**src/inc/ddpc_consts.svh**
```systemverilog
// Constants for the dibit differential phase codec
`ifndef DDPC_CONSTS_SVH
`define DDPC_CONSTS_SVH
`define DDPC_CLK_HZ 25000000
`define DDPC_BIT_RATE 2400
`define DDPC_SYM_RATE 1200
`define DDPC_BIT_DIV (`DDPC_CLK_HZ / `DDPC_BIT_RATE)
`define DDPC_PHASE_W 3
`define DDPC_PHASE_RST 3'h0
`define DDPC_SYNC_DIBIT 2'h3
`endif

```
**src/inc/ddpc_pkg.sv**
```systemverilog
// Types for the dibit differential phase codec
package ddpc_pkg;
  typedef logic [1:0] ddpc_dibit_t;
  typedef logic [2:0] ddpc_phase_t;
  typedef enum logic {DDPC_MAP_A, DDPC_MAP_B} ddpc_map_t;
  typedef enum {DDPC_IDLE, DDPC_SYNC, DDPC_DATA} ddpc_tx_state_t;
endpackage

```
**src/ddpc_codec.sv**
```systemverilog
// Dibit differential phase encoder and decoder
// How it works
// - Transmit bits are taken in non-overlapping pairs, one pair per symbol.
// - Each symbol adds a step to the previous phase, never absolute.
// - First bit of each pair is the dibit's left-hand bit.
// - Option A steps: 00 none, 01 +90, 11 +180, 10 +270.
// - Option B steps: 00 +45, 01 +135, 11 +225, 10 +315.
// - Receiver maps steps back to dibits and sends bits in order.
// - From request-to-send on until ready-for-sending on, send dibit 11.
// - Eight phase states, one symbol per period, no start or stop.
// - Transmit and receive paths run together, full duplex; each rx second bit waits for the tx bit tick.
// - 2400 bit/s, 1200 symbols per second, two bits per symbol.
`timescale 1ns/10ps
`include "ddpc_consts.svh"

module ddpc_codec #(
  parameter int BIT_DIV = `DDPC_BIT_DIV
) (
  input wire logic ref_clk,
  input wire logic resetn,
  input wire ddpc_pkg::ddpc_map_t map_sel,
  input wire logic rts_in,
  input wire logic rfs_in,
  input wire logic tx_data_in,
  output logic tx_bit_tick,
  output ddpc_pkg::ddpc_phase_t tx_phase_q,
  output logic tx_sym_strobe_q,
  input wire ddpc_pkg::ddpc_phase_t rx_step_in,
  input wire logic rx_step_valid,
  output logic rx_data_q,
  output logic rx_data_valid_q
);
  import ddpc_pkg::*;

  // ************************************
  // Input synchronisers
  // ************************************
  logic [1:0] rts_s_q;
  logic [1:0] rfs_s_q;
  logic [1:0] din_s_q;
  logic [1:0] map_s_q;

  always_ff @(posedge ref_clk or negedge resetn)
  begin
    if (!resetn)
    begin
      rts_s_q <= 2'h0;
      rfs_s_q <= 2'h0;
      din_s_q <= 2'h0;
      map_s_q <= 2'h0;
    end
    else
    begin
      rts_s_q <= {rts_s_q[0], rts_in};
      rfs_s_q <= {rfs_s_q[0], rfs_in};
      din_s_q <= {din_s_q[0], tx_data_in};
      map_s_q <= {map_s_q[0], map_sel};
    end
  end

  logic rts;
  logic rfs;
  logic din;
  ddpc_map_t map_mode;
  assign rts = rts_s_q[1];
  assign rfs = rfs_s_q[1];
  assign din = din_s_q[1];
  assign map_mode = ddpc_map_t'(map_s_q[1]);

  // ************************************
  // Step mapping, shared by both paths
  // ************************************
  function automatic ddpc_phase_t dibit_to_step(ddpc_dibit_t d,
                                                ddpc_map_t m);
    ddpc_phase_t s;
    case (d)
      2'h0: s = 3'h0;
      2'h1: s = 3'h2;
      2'h3: s = 3'h4;
      2'h2: s = 3'h6;
      default: s = 3'h0;
    endcase
    if (m == DDPC_MAP_B)
      s = s + 3'h1;
    return s;
  endfunction

  function automatic ddpc_dibit_t step_to_dibit(ddpc_phase_t s,
                                                ddpc_map_t m);
    ddpc_phase_t a;
    ddpc_dibit_t d;
    a = (m == DDPC_MAP_B) ? s - 3'h1 : s;
    // Odd residue rounds down so a noisy step still decodes
    case (a[2:1])
      2'h0: d = 2'h0;
      2'h1: d = 2'h1;
      2'h2: d = 2'h3;
      2'h3: d = 2'h2;
      default: d = 2'h0;
    endcase
    return d;
  endfunction

  // ************************************
  // Bit rate divider
  // ************************************
  logic [15:0] div_q;
  always_ff @(posedge ref_clk or negedge resetn)
  begin
    if (!resetn)
      div_q <= 16'h0000;
    else if (div_q == 16'(BIT_DIV - 1))
      div_q <= 16'h0000;
    else
      div_q <= div_q + 16'h0001;
  end
  // Truncated divide keeps the rate error far inside the line tolerance
  assign tx_bit_tick = (div_q == 16'(BIT_DIV - 1));

  // ************************************
  // Transmit sequencing
  // ************************************
  ddpc_tx_state_t st_q;
  always_ff @(posedge ref_clk or negedge resetn)
  begin
    if (!resetn)
      st_q <= DDPC_IDLE;
    else
      case (st_q)
        DDPC_IDLE: if (rts) st_q <= rfs ? DDPC_DATA : DDPC_SYNC;
        DDPC_SYNC:
        begin
          if (!rts)
            st_q <= DDPC_IDLE;
          else if (rfs)
            st_q <= DDPC_DATA;
        end
        DDPC_DATA: if (!rts) st_q <= DDPC_IDLE;
        default: st_q <= DDPC_IDLE;
      endcase
  end

  // Pair phase toggles every bit tick; two bits form one symbol
  logic half_q;
  logic first_q;
  always_ff @(posedge ref_clk or negedge resetn)
  begin
    if (!resetn)
    begin
      half_q <= 1'b0;
      first_q <= 1'b0;
    end
    else if (tx_bit_tick)
    begin
      half_q <= ~half_q;
      if (!half_q)
        first_q <= din;
    end
  end

  ddpc_dibit_t tx_dibit;
  always_comb
  begin
    if (st_q == DDPC_SYNC)
      tx_dibit = `DDPC_SYNC_DIBIT;
    else
      tx_dibit = {first_q, din};
  end

  // Line keeps its phase while idle; symbols still clock out
  always_ff @(posedge ref_clk or negedge resetn)
  begin
    if (!resetn)
    begin
      tx_phase_q <= `DDPC_PHASE_RST;
      tx_sym_strobe_q <= 1'b0;
    end
    else
    begin
      tx_sym_strobe_q <= tx_bit_tick && half_q;
      if (tx_bit_tick && half_q && st_q != DDPC_IDLE)
        tx_phase_q <= tx_phase_q + dibit_to_step(tx_dibit, map_mode);
    end
  end

  // ************************************
  // Receive path, second bit paced by the transmit bit tick
  // ************************************
  // A new step overrides a pending second bit, so steps must come
  // more than one bit period apart; the tx divider paces the second bit
  logic rx_second_q;
  logic rx_pend_q;
  always_ff @(posedge ref_clk or negedge resetn)
  begin
    if (!resetn)
    begin
      rx_data_q <= 1'b0;
      rx_data_valid_q <= 1'b0;
      rx_second_q <= 1'b0;
      rx_pend_q <= 1'b0;
    end
    else
    begin
      rx_data_valid_q <= 1'b0;
      if (rx_step_valid)
      begin
        {rx_data_q, rx_second_q} <= step_to_dibit(rx_step_in, map_mode);
        rx_data_valid_q <= 1'b1;
        rx_pend_q <= 1'b1;
      end
      else if (rx_pend_q && tx_bit_tick)
      begin
        rx_data_q <= rx_second_q;
        rx_data_valid_q <= 1'b1;
        rx_pend_q <= 1'b0;
      end
    end
  end
endmodule // ddpc_codec

```
**config.mk**
```make
export PLATFORM = sky130hd
export DESIGN_NAME = ddpc_codec
export DESIGN_NICKNAME = d
export VERILOG_FILES = /design/src/inc/ddpc_pkg.sv /design/src/ddpc_codec.sv
export VERILOG_INCLUDE_DIRS = /design/src /design/src/inc
export SDC_FILE = /design/constraint.sdc
export NUM_CORES = 1
export LEC_CHECK = 0
export BUFFER_PORTS_ARGS = -buffer_cell sky130_fd_sc_hd__buf_2
export CAP_MARGIN = 30
export CORE_MARGIN = 10
export CORE_UTILIZATION = 35
export DETAILED_ROUTE_END_ITERATION = 12
export PLACE_DENSITY_LB_ADDON = 0.3
export SLEW_MARGIN = 10
export SYNTH_ARGS = -nofsm -noshare
export SYNTH_HDL_FRONTEND = slang
export SYNTH_SLANG_ARGS = --single-unit
```
**constraint.sdc**
```tcl
create_clock -name ref_clk -period 2.25 [get_ports ref_clk]
set_input_delay 0.1125 -clock ref_clk [delete_from_list [all_inputs] [get_ports ref_clk]]
set_output_delay 0.1125 -clock ref_clk [all_outputs]
set_load 0.01 [all_outputs]
```
==> out/metrics.yaml, run 1 <==
status:
  status: "complete, no violations"
placement:
  place_congestion: 0.796
  dp_cells: 193
  io_buffers: 16
  post-dp-hpwl_mm: 1.96
timing:
  hold_viol: 0
  rsz0062_at_grt: "false"
  max_freq_mhz: 533
  final_max_slew_viol_count: 0
  fin_crit_sh: 0.834
  setup_tns_ns: 0
  fin_crit_ns: 1.88
  setup_viol: 0
  clock_skew_ns: 0.00504
  worstMarginPinSlew_ns: 0.786
  maxSlewHeadroom: 0.476
pwr:
  leakagePower_uw: 0.000907
  switching_share: 0.217
  p_sw_uw: 259
  seq_power_share: 0.562
  p_per_area_nw_per_um2: 648
  p_comb_frac: 0.051
  clockPowerShare: 0.386
  p_int_uw: 935
  ir_drop_v: 0.000271
die:
  fp.dieW_um: 86.7
  die_area_um2: 7510
  rows: 24
  start_util: 0.360
  core_um2: 4320
  die_h_um: 86.7
  ios: 17
drt:
  drtIter0Drc: 16
  drt_wl_total_mm: 2.72
  routed_via_density: 4.84
  ant_nets: 0
  drc: 0
  routedWlPerCell_um: 13.2
  drt_pass1_iterations: 4
  num_vias: 997
layout:
  utilization: 0.426
  nFillCells: 437
  diodes: 0
  drive_above_1_share: 0.221
  syn_to_final_growth_pct: 18.5
  finalNonFillerCells: 206
  finalNetCount: 168
worst_setup_path:
  worstSetupPathType: "register to output port"
  cp.arrival_ns: 1.76
  startpoint_type: "register"
  path_max_fanout: 10
  crit_path_end_kind: "output port"
  required_ns: 2.14
synthesis:
  synth_top_family_by_area: "simple AND/OR/NAND/NOR gates"
  synthSimpleGateAreaFrac: 0.200
  synth_compound_area_frac: 0.0394
  ys_warn_count: 0
  ys_ff_latch: 36
  synthCells: 125
  yosysTopAreaCellShare: 0.579
  netlist_area_um2: 1560
  synth-adder-area-share: 0.0451
  ys_seq_area_frac: 0.579
  syn_nets: 140
  ys_types: 31
  synth.avg_cell_area_um2: 12.4
  synth.area.mux_share: 0.0282
  synth_xor_area_frac: 0.0957
  yosysTopAreaCell: "dfrtp_1"
  ys_top_cells_by_area: "dfrtp_1, xnor2_1, ha_1"
min_path:
  hold_path.class: "input pin to register"
clock_network:
  clock_latency_ns: 0.28
  cts_root_buf: "clkbuf_8"
  clock_sinks: 36
  numCtsBuffers: 5
  cts_tree: "done"
  clockBufferDepth: 2
  htreeDepth: 2
  clkTransAtPathRegs_ns: 0.07
grt:
  grt_pass1_wl_mm: 4.85
  antenna_found_initial: 0
  grt_max_degree: 37
  grt.total_usage: 0.0809
  grt_overflow: 0
  grt_pass1_vias: 1055
run:
  cap_violations: 0
[worst max-delay path, stage by stage (launching register included)]
cell,delay [ns]
dfrtp_1,0.41
ha_1,0.22
and3_1,0.27
nand4_4,0.19
inv_2,0.22
buf_2,0.17
[per-stage QoR]
stage | area [µm²] | total power (µW) | hold WS (ns) | setup WS (ns)
CTS | 1840 | 1220 | 0.0698 | 0.345
finish | 1840 | 1190 | 0.0804 | 0.374
global placement | 1700 | 737 | 0.221 | 0.562
detailed placement | 1700 | 741 | 0.222 | 0.498
global route | 1840 | 1250 | 0.0875 | 0.241
floorplan | 1560 | 708 | -0.183 | 0.657
[repair_timing]
| item | in CTS | in global routing |
|---|---|---|
| hold buffers | 5 | 0 |
| buffers inserted | 0 | 0 |
| gates resized for setup | 0 | 0 |
| setup endpoints to repair | 0 | 0 |
| endpoints found under the hold margin | 40 | 0 |
[metal layers]
metal / vias up / track usage / share of wire
li1: 484 / - / -
met1: 487 / 0.0905 / 0.46
met2: 19 / 0.127 / 0.46
met3: 7 / 0.0375 / 0.065
met4: 0 / 0.0398 / 0.022
met5: - / 0 / 0
[sequential cells by signal (all words and copies together) (netlist names), 2 cells and up]
signal / cells
rts_s_q: 2
map_s_q: 2
st_q: 2
tx_phase_q: 3
din_s_q: 2
rfs_s_q: 2
div_q: 16
[cell families after synthesis]
logic type                 count (synthesis)
buffers and inverters                      5
and+or+nand+nor                           49
xor gates and xnor gates                  17
muxes                                      4
adders and majority gates                  5
AOI/OAI and AO/OA                          9
DFF                                       36
[final timing paths]
| path | startpoint | slack [ns] | cells past startpoint | endpoint |
|---|---|---|---|---|
| setup / recovery | div_q[0] | 0.37 | 5 | tx_bit_tick |
| hold / removal | rx_step_valid | 0.08 | 2 | rx_data_valid_q |
| setup reg to reg | div_q[0] | 0.47 | 5 | tx_phase_q[0] |
| hold reg to reg | rfs_s_q[0] | 0.35 | 0 | rfs_s_q[1] |
| max in group asynchronous | resetn | 1.30 | 2 | map_s_q[0] |
| min in group asynchronous | resetn | 0.44 | 2 | div_q[8] |
[layout make-up]
class	count	area, µm²	share of cell area
timing repair buffer	21	130	0.0706
clock inverter	2	10.0	0.00543
tap	52	65.1	0.0353
clock buffer	6	82.6	0.0448
inverter	5	18.8	0.0102
sequential	36	901	0.489
multi-input combinational	84	636	0.345
[cells in the final DEF, fill, tap and decap left out, types with 4 or more instances in the layout]
cell type	synthesis	final
nor2_1	12	12
nand4_1	4	4
nand2_1	10	10
dfrtp_1	36	36
clkbuf_8	0	6
xor2_1	4	4
nand3_1	6	6
inv_1	4	4
dlygate4sd3_1	0	5
ha_1	4	4
buf_2	0	16
and3_1	4	4
xnor2_1	13	13
[Yosys cell counts, drive strengths merged]
| cell type | instances |
|---|---|
| nand2 | 10 |
| and4bb | 1 |
| mux2i | 1 |
| o211ai | 1 |
| nand3 | 6 |
| or2 | 1 |
| xnor2 | 13 |
| nor2 | 12 |
| nand4 | 5 |
| a211oi | 1 |
| nor3b | 1 |
| a31oi | 1 |
| ha | 4 |
| nor2b | 1 |
| dfrtp | 36 |
| nor4b | 3 |
| nor3 | 2 |
| inv | 5 |
| and3 | 4 |
| xor2 | 4 |
| and2 | 2 |
| a21o | 2 |
| mux2 | 3 |
| fa | 1 |
| o211a | 1 |
| o21ai | 3 |
| and4 | 1 |
[power groups by stage]
stage / combinational, µW / clock [µW] / sequential, µW
6_report: 61.4 / 461 / 671
2_1_floorplan: 24.3 / 0 / 684
3_3_place_gp: 54.2 / 0 / 683
3_5_place_dp: 56.8 / 0 / 684
5_1_grt: 73.5 / 502 / 673
4_1_cts: 63.9 / 486 / 671
Note: power is estimated with default switching activity, not from simulation.
==> run 2: changes to the inputs <==
- ABC_AREA: unset -> 1
- clock period: 2.25 -> 1.8 ns (I/O delays scaled with it)
==> run 2 against run 1 <==
Flip-flop and latch count unchanged. Clock power up 52%. Register-to-register slack worse by 0.16 ns. Hold slack worse by 0.021 ns. Clock-buffer cell count down 1. Non-clock buffer count up 5. Routed wire length up 19%. Critical path depth up 3. Die area up 7.9%. Power up 36%. Highest routed layer unchanged.
==> out/metrics.yaml, run 2 <==
die:
  core_um2: 4720  # +9.2%
  rows: 25  # +4.2%
  start_util: 0.363  # +0.00351
  fp.dieW_um: 90.0  # +3.9%
  die_area_um2: 8100  # +7.9%
  die_h_um: 90.0  # +3.9%
  ios: 17  # unchanged
timing:
  fin_crit_sh: 0.924
  layout_setup_ws_ns: 0.138  # -0.237 ns
  fin_crit_ns: 1.66
  final_max_slew_viol_count: 0  # unchanged
  maxSlewHeadroom: 0.479  # +0.00278
  hold_viol: 0  # unchanged
  max_freq_mhz: 602
  setup_viol: 0  # unchanged
  setup_tns_ns: 0  # unchanged
  clock_skew_ns: 0.00427  # -0.000770 ns
  worstMarginPinSlew_ns: 0.782  # -0.00418 ns
worst_setup_path:
  crit_family: "flip-flops"
  crit_path_end_kind: "output port"
  path_buf_inv: 3  # +1
  crit_path_start: "div_q[0]"
  startpoint_type: "register"
  path_cells: "ha_1 > nand2_1 > inv_1 > nand2_1 > nor2_2 > nand2_4 > clkinv_2 > buf_2"
  crit_slowest_cell: "dfrtp_1"
  max_stage_delay_ns: 0.40  # about the same
  worstSetupPathType: "register to output port"
  path_max_fanout: 6  # -4
  cp.arrival_ns: 1.57  # -0.19 ns
  required_ns: 1.71  # -0.43 ns
  cp_common_cell: "nand2_1"
  timing.rr.start: "div_q[0]"
grt:
  met3_usage: 0.0224  # -0.0151
  grt_overflow: 0  # unchanged
  grt_pass1_wl_mm: 5.71  # +18%
  grt_max_degree: 37  # unchanged
  grt_pass1_vias: 1246  # +18%
  use_met2: 0.129  # +0.00209
  grt.total_usage: 0.0869  # +0.00604
  grt_busiest_layer: "met2"
  grt_util_met1: 0.109  # +0.0188
  antenna_found_initial: 0  # unchanged
pwr:
  power_uw: 1620  # +36%
  ir_drop_v: 0.000398  # +47%
  leakagePower_uw: 0.00109  # +21%
  p_per_area_nw_per_um2: 782  # +21%
layout:
  reg.largest.list: "div_q: 16 flops, tx_phase_q: 3 flops"
  mostFrequentLayoutCell: "nand2_1"
  regMostFlops: "div_q"
  nFillCells: 471  # +7.8%
  utilization: 0.440  # +0.0138
  finalNetCount: 256  # +52%
  drive_above_1_share: 0.174  # -0.0472
  largest_reg_flops: 16  # unchanged
  syn_to_final_growth_pct: 21.2
  diodes: 0  # unchanged
  finalNonFillerCells: 309  # +50%
  layout_common_cells: "nand2_1, dfrtp_1, nor2_1"
status:
  status: "complete, no violations"
drt:
  drt_wl_total_mm: 3.24  # +19%
  drc: 0  # unchanged
  drtIter0Drc: 85  # +69
  ant_nets: 0  # unchanged
  num_vias: 1329  # +33%
  routed_via_density: 4.30  # -11%
  routedWlPerCell_um: 10.5  # -21%
  drt_pass1_iterations: 4  # unchanged
synthesis:
  netlist_area_um2: 1720  # +10%
  synth_flop_cell: "dfrtp_1"
  synth_edf_count: 0  # unchanged
  synthTopCellsByCount: "nand2_1, dfrtp_1, nor2_1"
  ys_types: 22  # -29%
  synth_most_common_cell: "nand2_1"
  ys_seq_area_frac: 0.525  # -0.0541
  synthCells: 208  # +66%
  ys_ff_latch: 36  # unchanged
  ys_top_cells_by_area: "dfrtp_1, nand2_1, nor2_1"
  ys_warn_count: 0  # unchanged
  synth.avg_cell_area_um2: 8.25  # -34%
  yosysTopAreaCell: "dfrtp_1"
  syn_nets: 223  # +59%
  async_reset_ff_frac: 1.00  # unchanged
  yosysTopAreaCellShare: 0.525  # -0.0541
clock_network:
  clockBufferDepth: 2  # unchanged
  htreeDepth: 2  # unchanged
  clkTransAtPathRegs_ns: 0.07  # about the same
  clock_sinks: 36  # unchanged
  clock_latency_ns: 0.29  # about the same
  cts_tree: "done"
  numCtsBuffers: 5  # unchanged
  cts_root_buf: "clkbuf_8"
placement:
  post-dp-hpwl_mm: 2.40  # +23%
  io_buffers: 16  # unchanged
  place_congestion: 0.864  # +8.5%
  pre_cts_slack_ns: 0.342  # -0.157 ns
  dp_cells: 291  # +51%
min_path:
  min_from: "rx_step_valid"
  hold_path.class: "input pin to register"
run:
  cap_violations: 0  # unchanged
[run 2: cell types whose count changed after synthesis, sizes merged, moves of 4 or more]
cell / delta
nor3: +6
inv: +25
nand3: +6
xnor2: -12
nand2: +49
nor2: +25
nand4: -4
and3: -4
o21ai: +5
[run 2: final timing paths]
| check | end | cells past startpoint | slack (ns) |
|---|---|---|---|
| max in group asynchronous | div_q[15] | 2 | 0.89 |
| setup / recovery | tx_bit_tick | 8 | 0.14 |
| hold / removal | rx_pend_q | 3 | 0.06 |
| hold reg to reg | rts_s_q[1] | 0 | 0.34 |
| min in group asynchronous | div_q[7] | 2 | 0.41 |
| setup reg to reg | first_q | 9 | 0.31 |
[run 2: area by class of cell]
cell class,instances,area (µm²),area share
clock buffers,5,68.8,0.0331
clock inverters,3,42.5,0.0205
inverters,31,118,0.0566
multi-input cells,141,697,0.335
flip-flops and latches,36,901,0.433
well taps,67,83.8,0.0403
repair buffers,26,168,0.0807
[run 2: metal layers]
metal,up-vias,wire length (µm)
met4,0,91
met2,19,1420
met5,-,0
met1,596,1630
met3,6,88
li1,708,-
[run 2: worst reg2reg max path, cell delays in order, from the launching register on]
cell and delay, ns:
dfrtp_1 0.37, ha_1 0.17, nand2_1 0.08, inv_1 0.08, nand2_1 0.10, nor2_2 0.16
nand2_4 0.09, buf_4 0.15, nor2_2 0.10, o21ai_0 0.08
[run 2: where the power goes]
| part | switching (µW) | internal (µW) |
|---|---|---|
| Sequential | 10.5 | 829 |
| Clock | 293 | 409 |
| Combinational | 48.6 | 34.8 |
| Total | 352 | 1270 |
[run 2: logic make-up after synthesis]
group / synth area share
flops: 0.525
fa+ha+maj: 0.0408
buf+inv: 0.0686
compound gates: 0.0321
xor+xnor: 0.0306
simple gates: 0.303
[run 2: timing repair]
item	in CTS	in global routing
hold buffers	5	0
hold endpoints to repair	40	0
resized for setup	0	0
setup endpoints to repair	0	1
buffers inserted	0	5
[run 2: metrics by stage]
stage          area, µm²  hold slack (ns)
2_1_floorplan       1720           -0.206
3_3_place_gp        1880            0.199
3_5_place_dp        1880            0.199
4_1_cts             2040           0.0499
5_1_grt             2080           0.0709
6_report            2080           0.0591
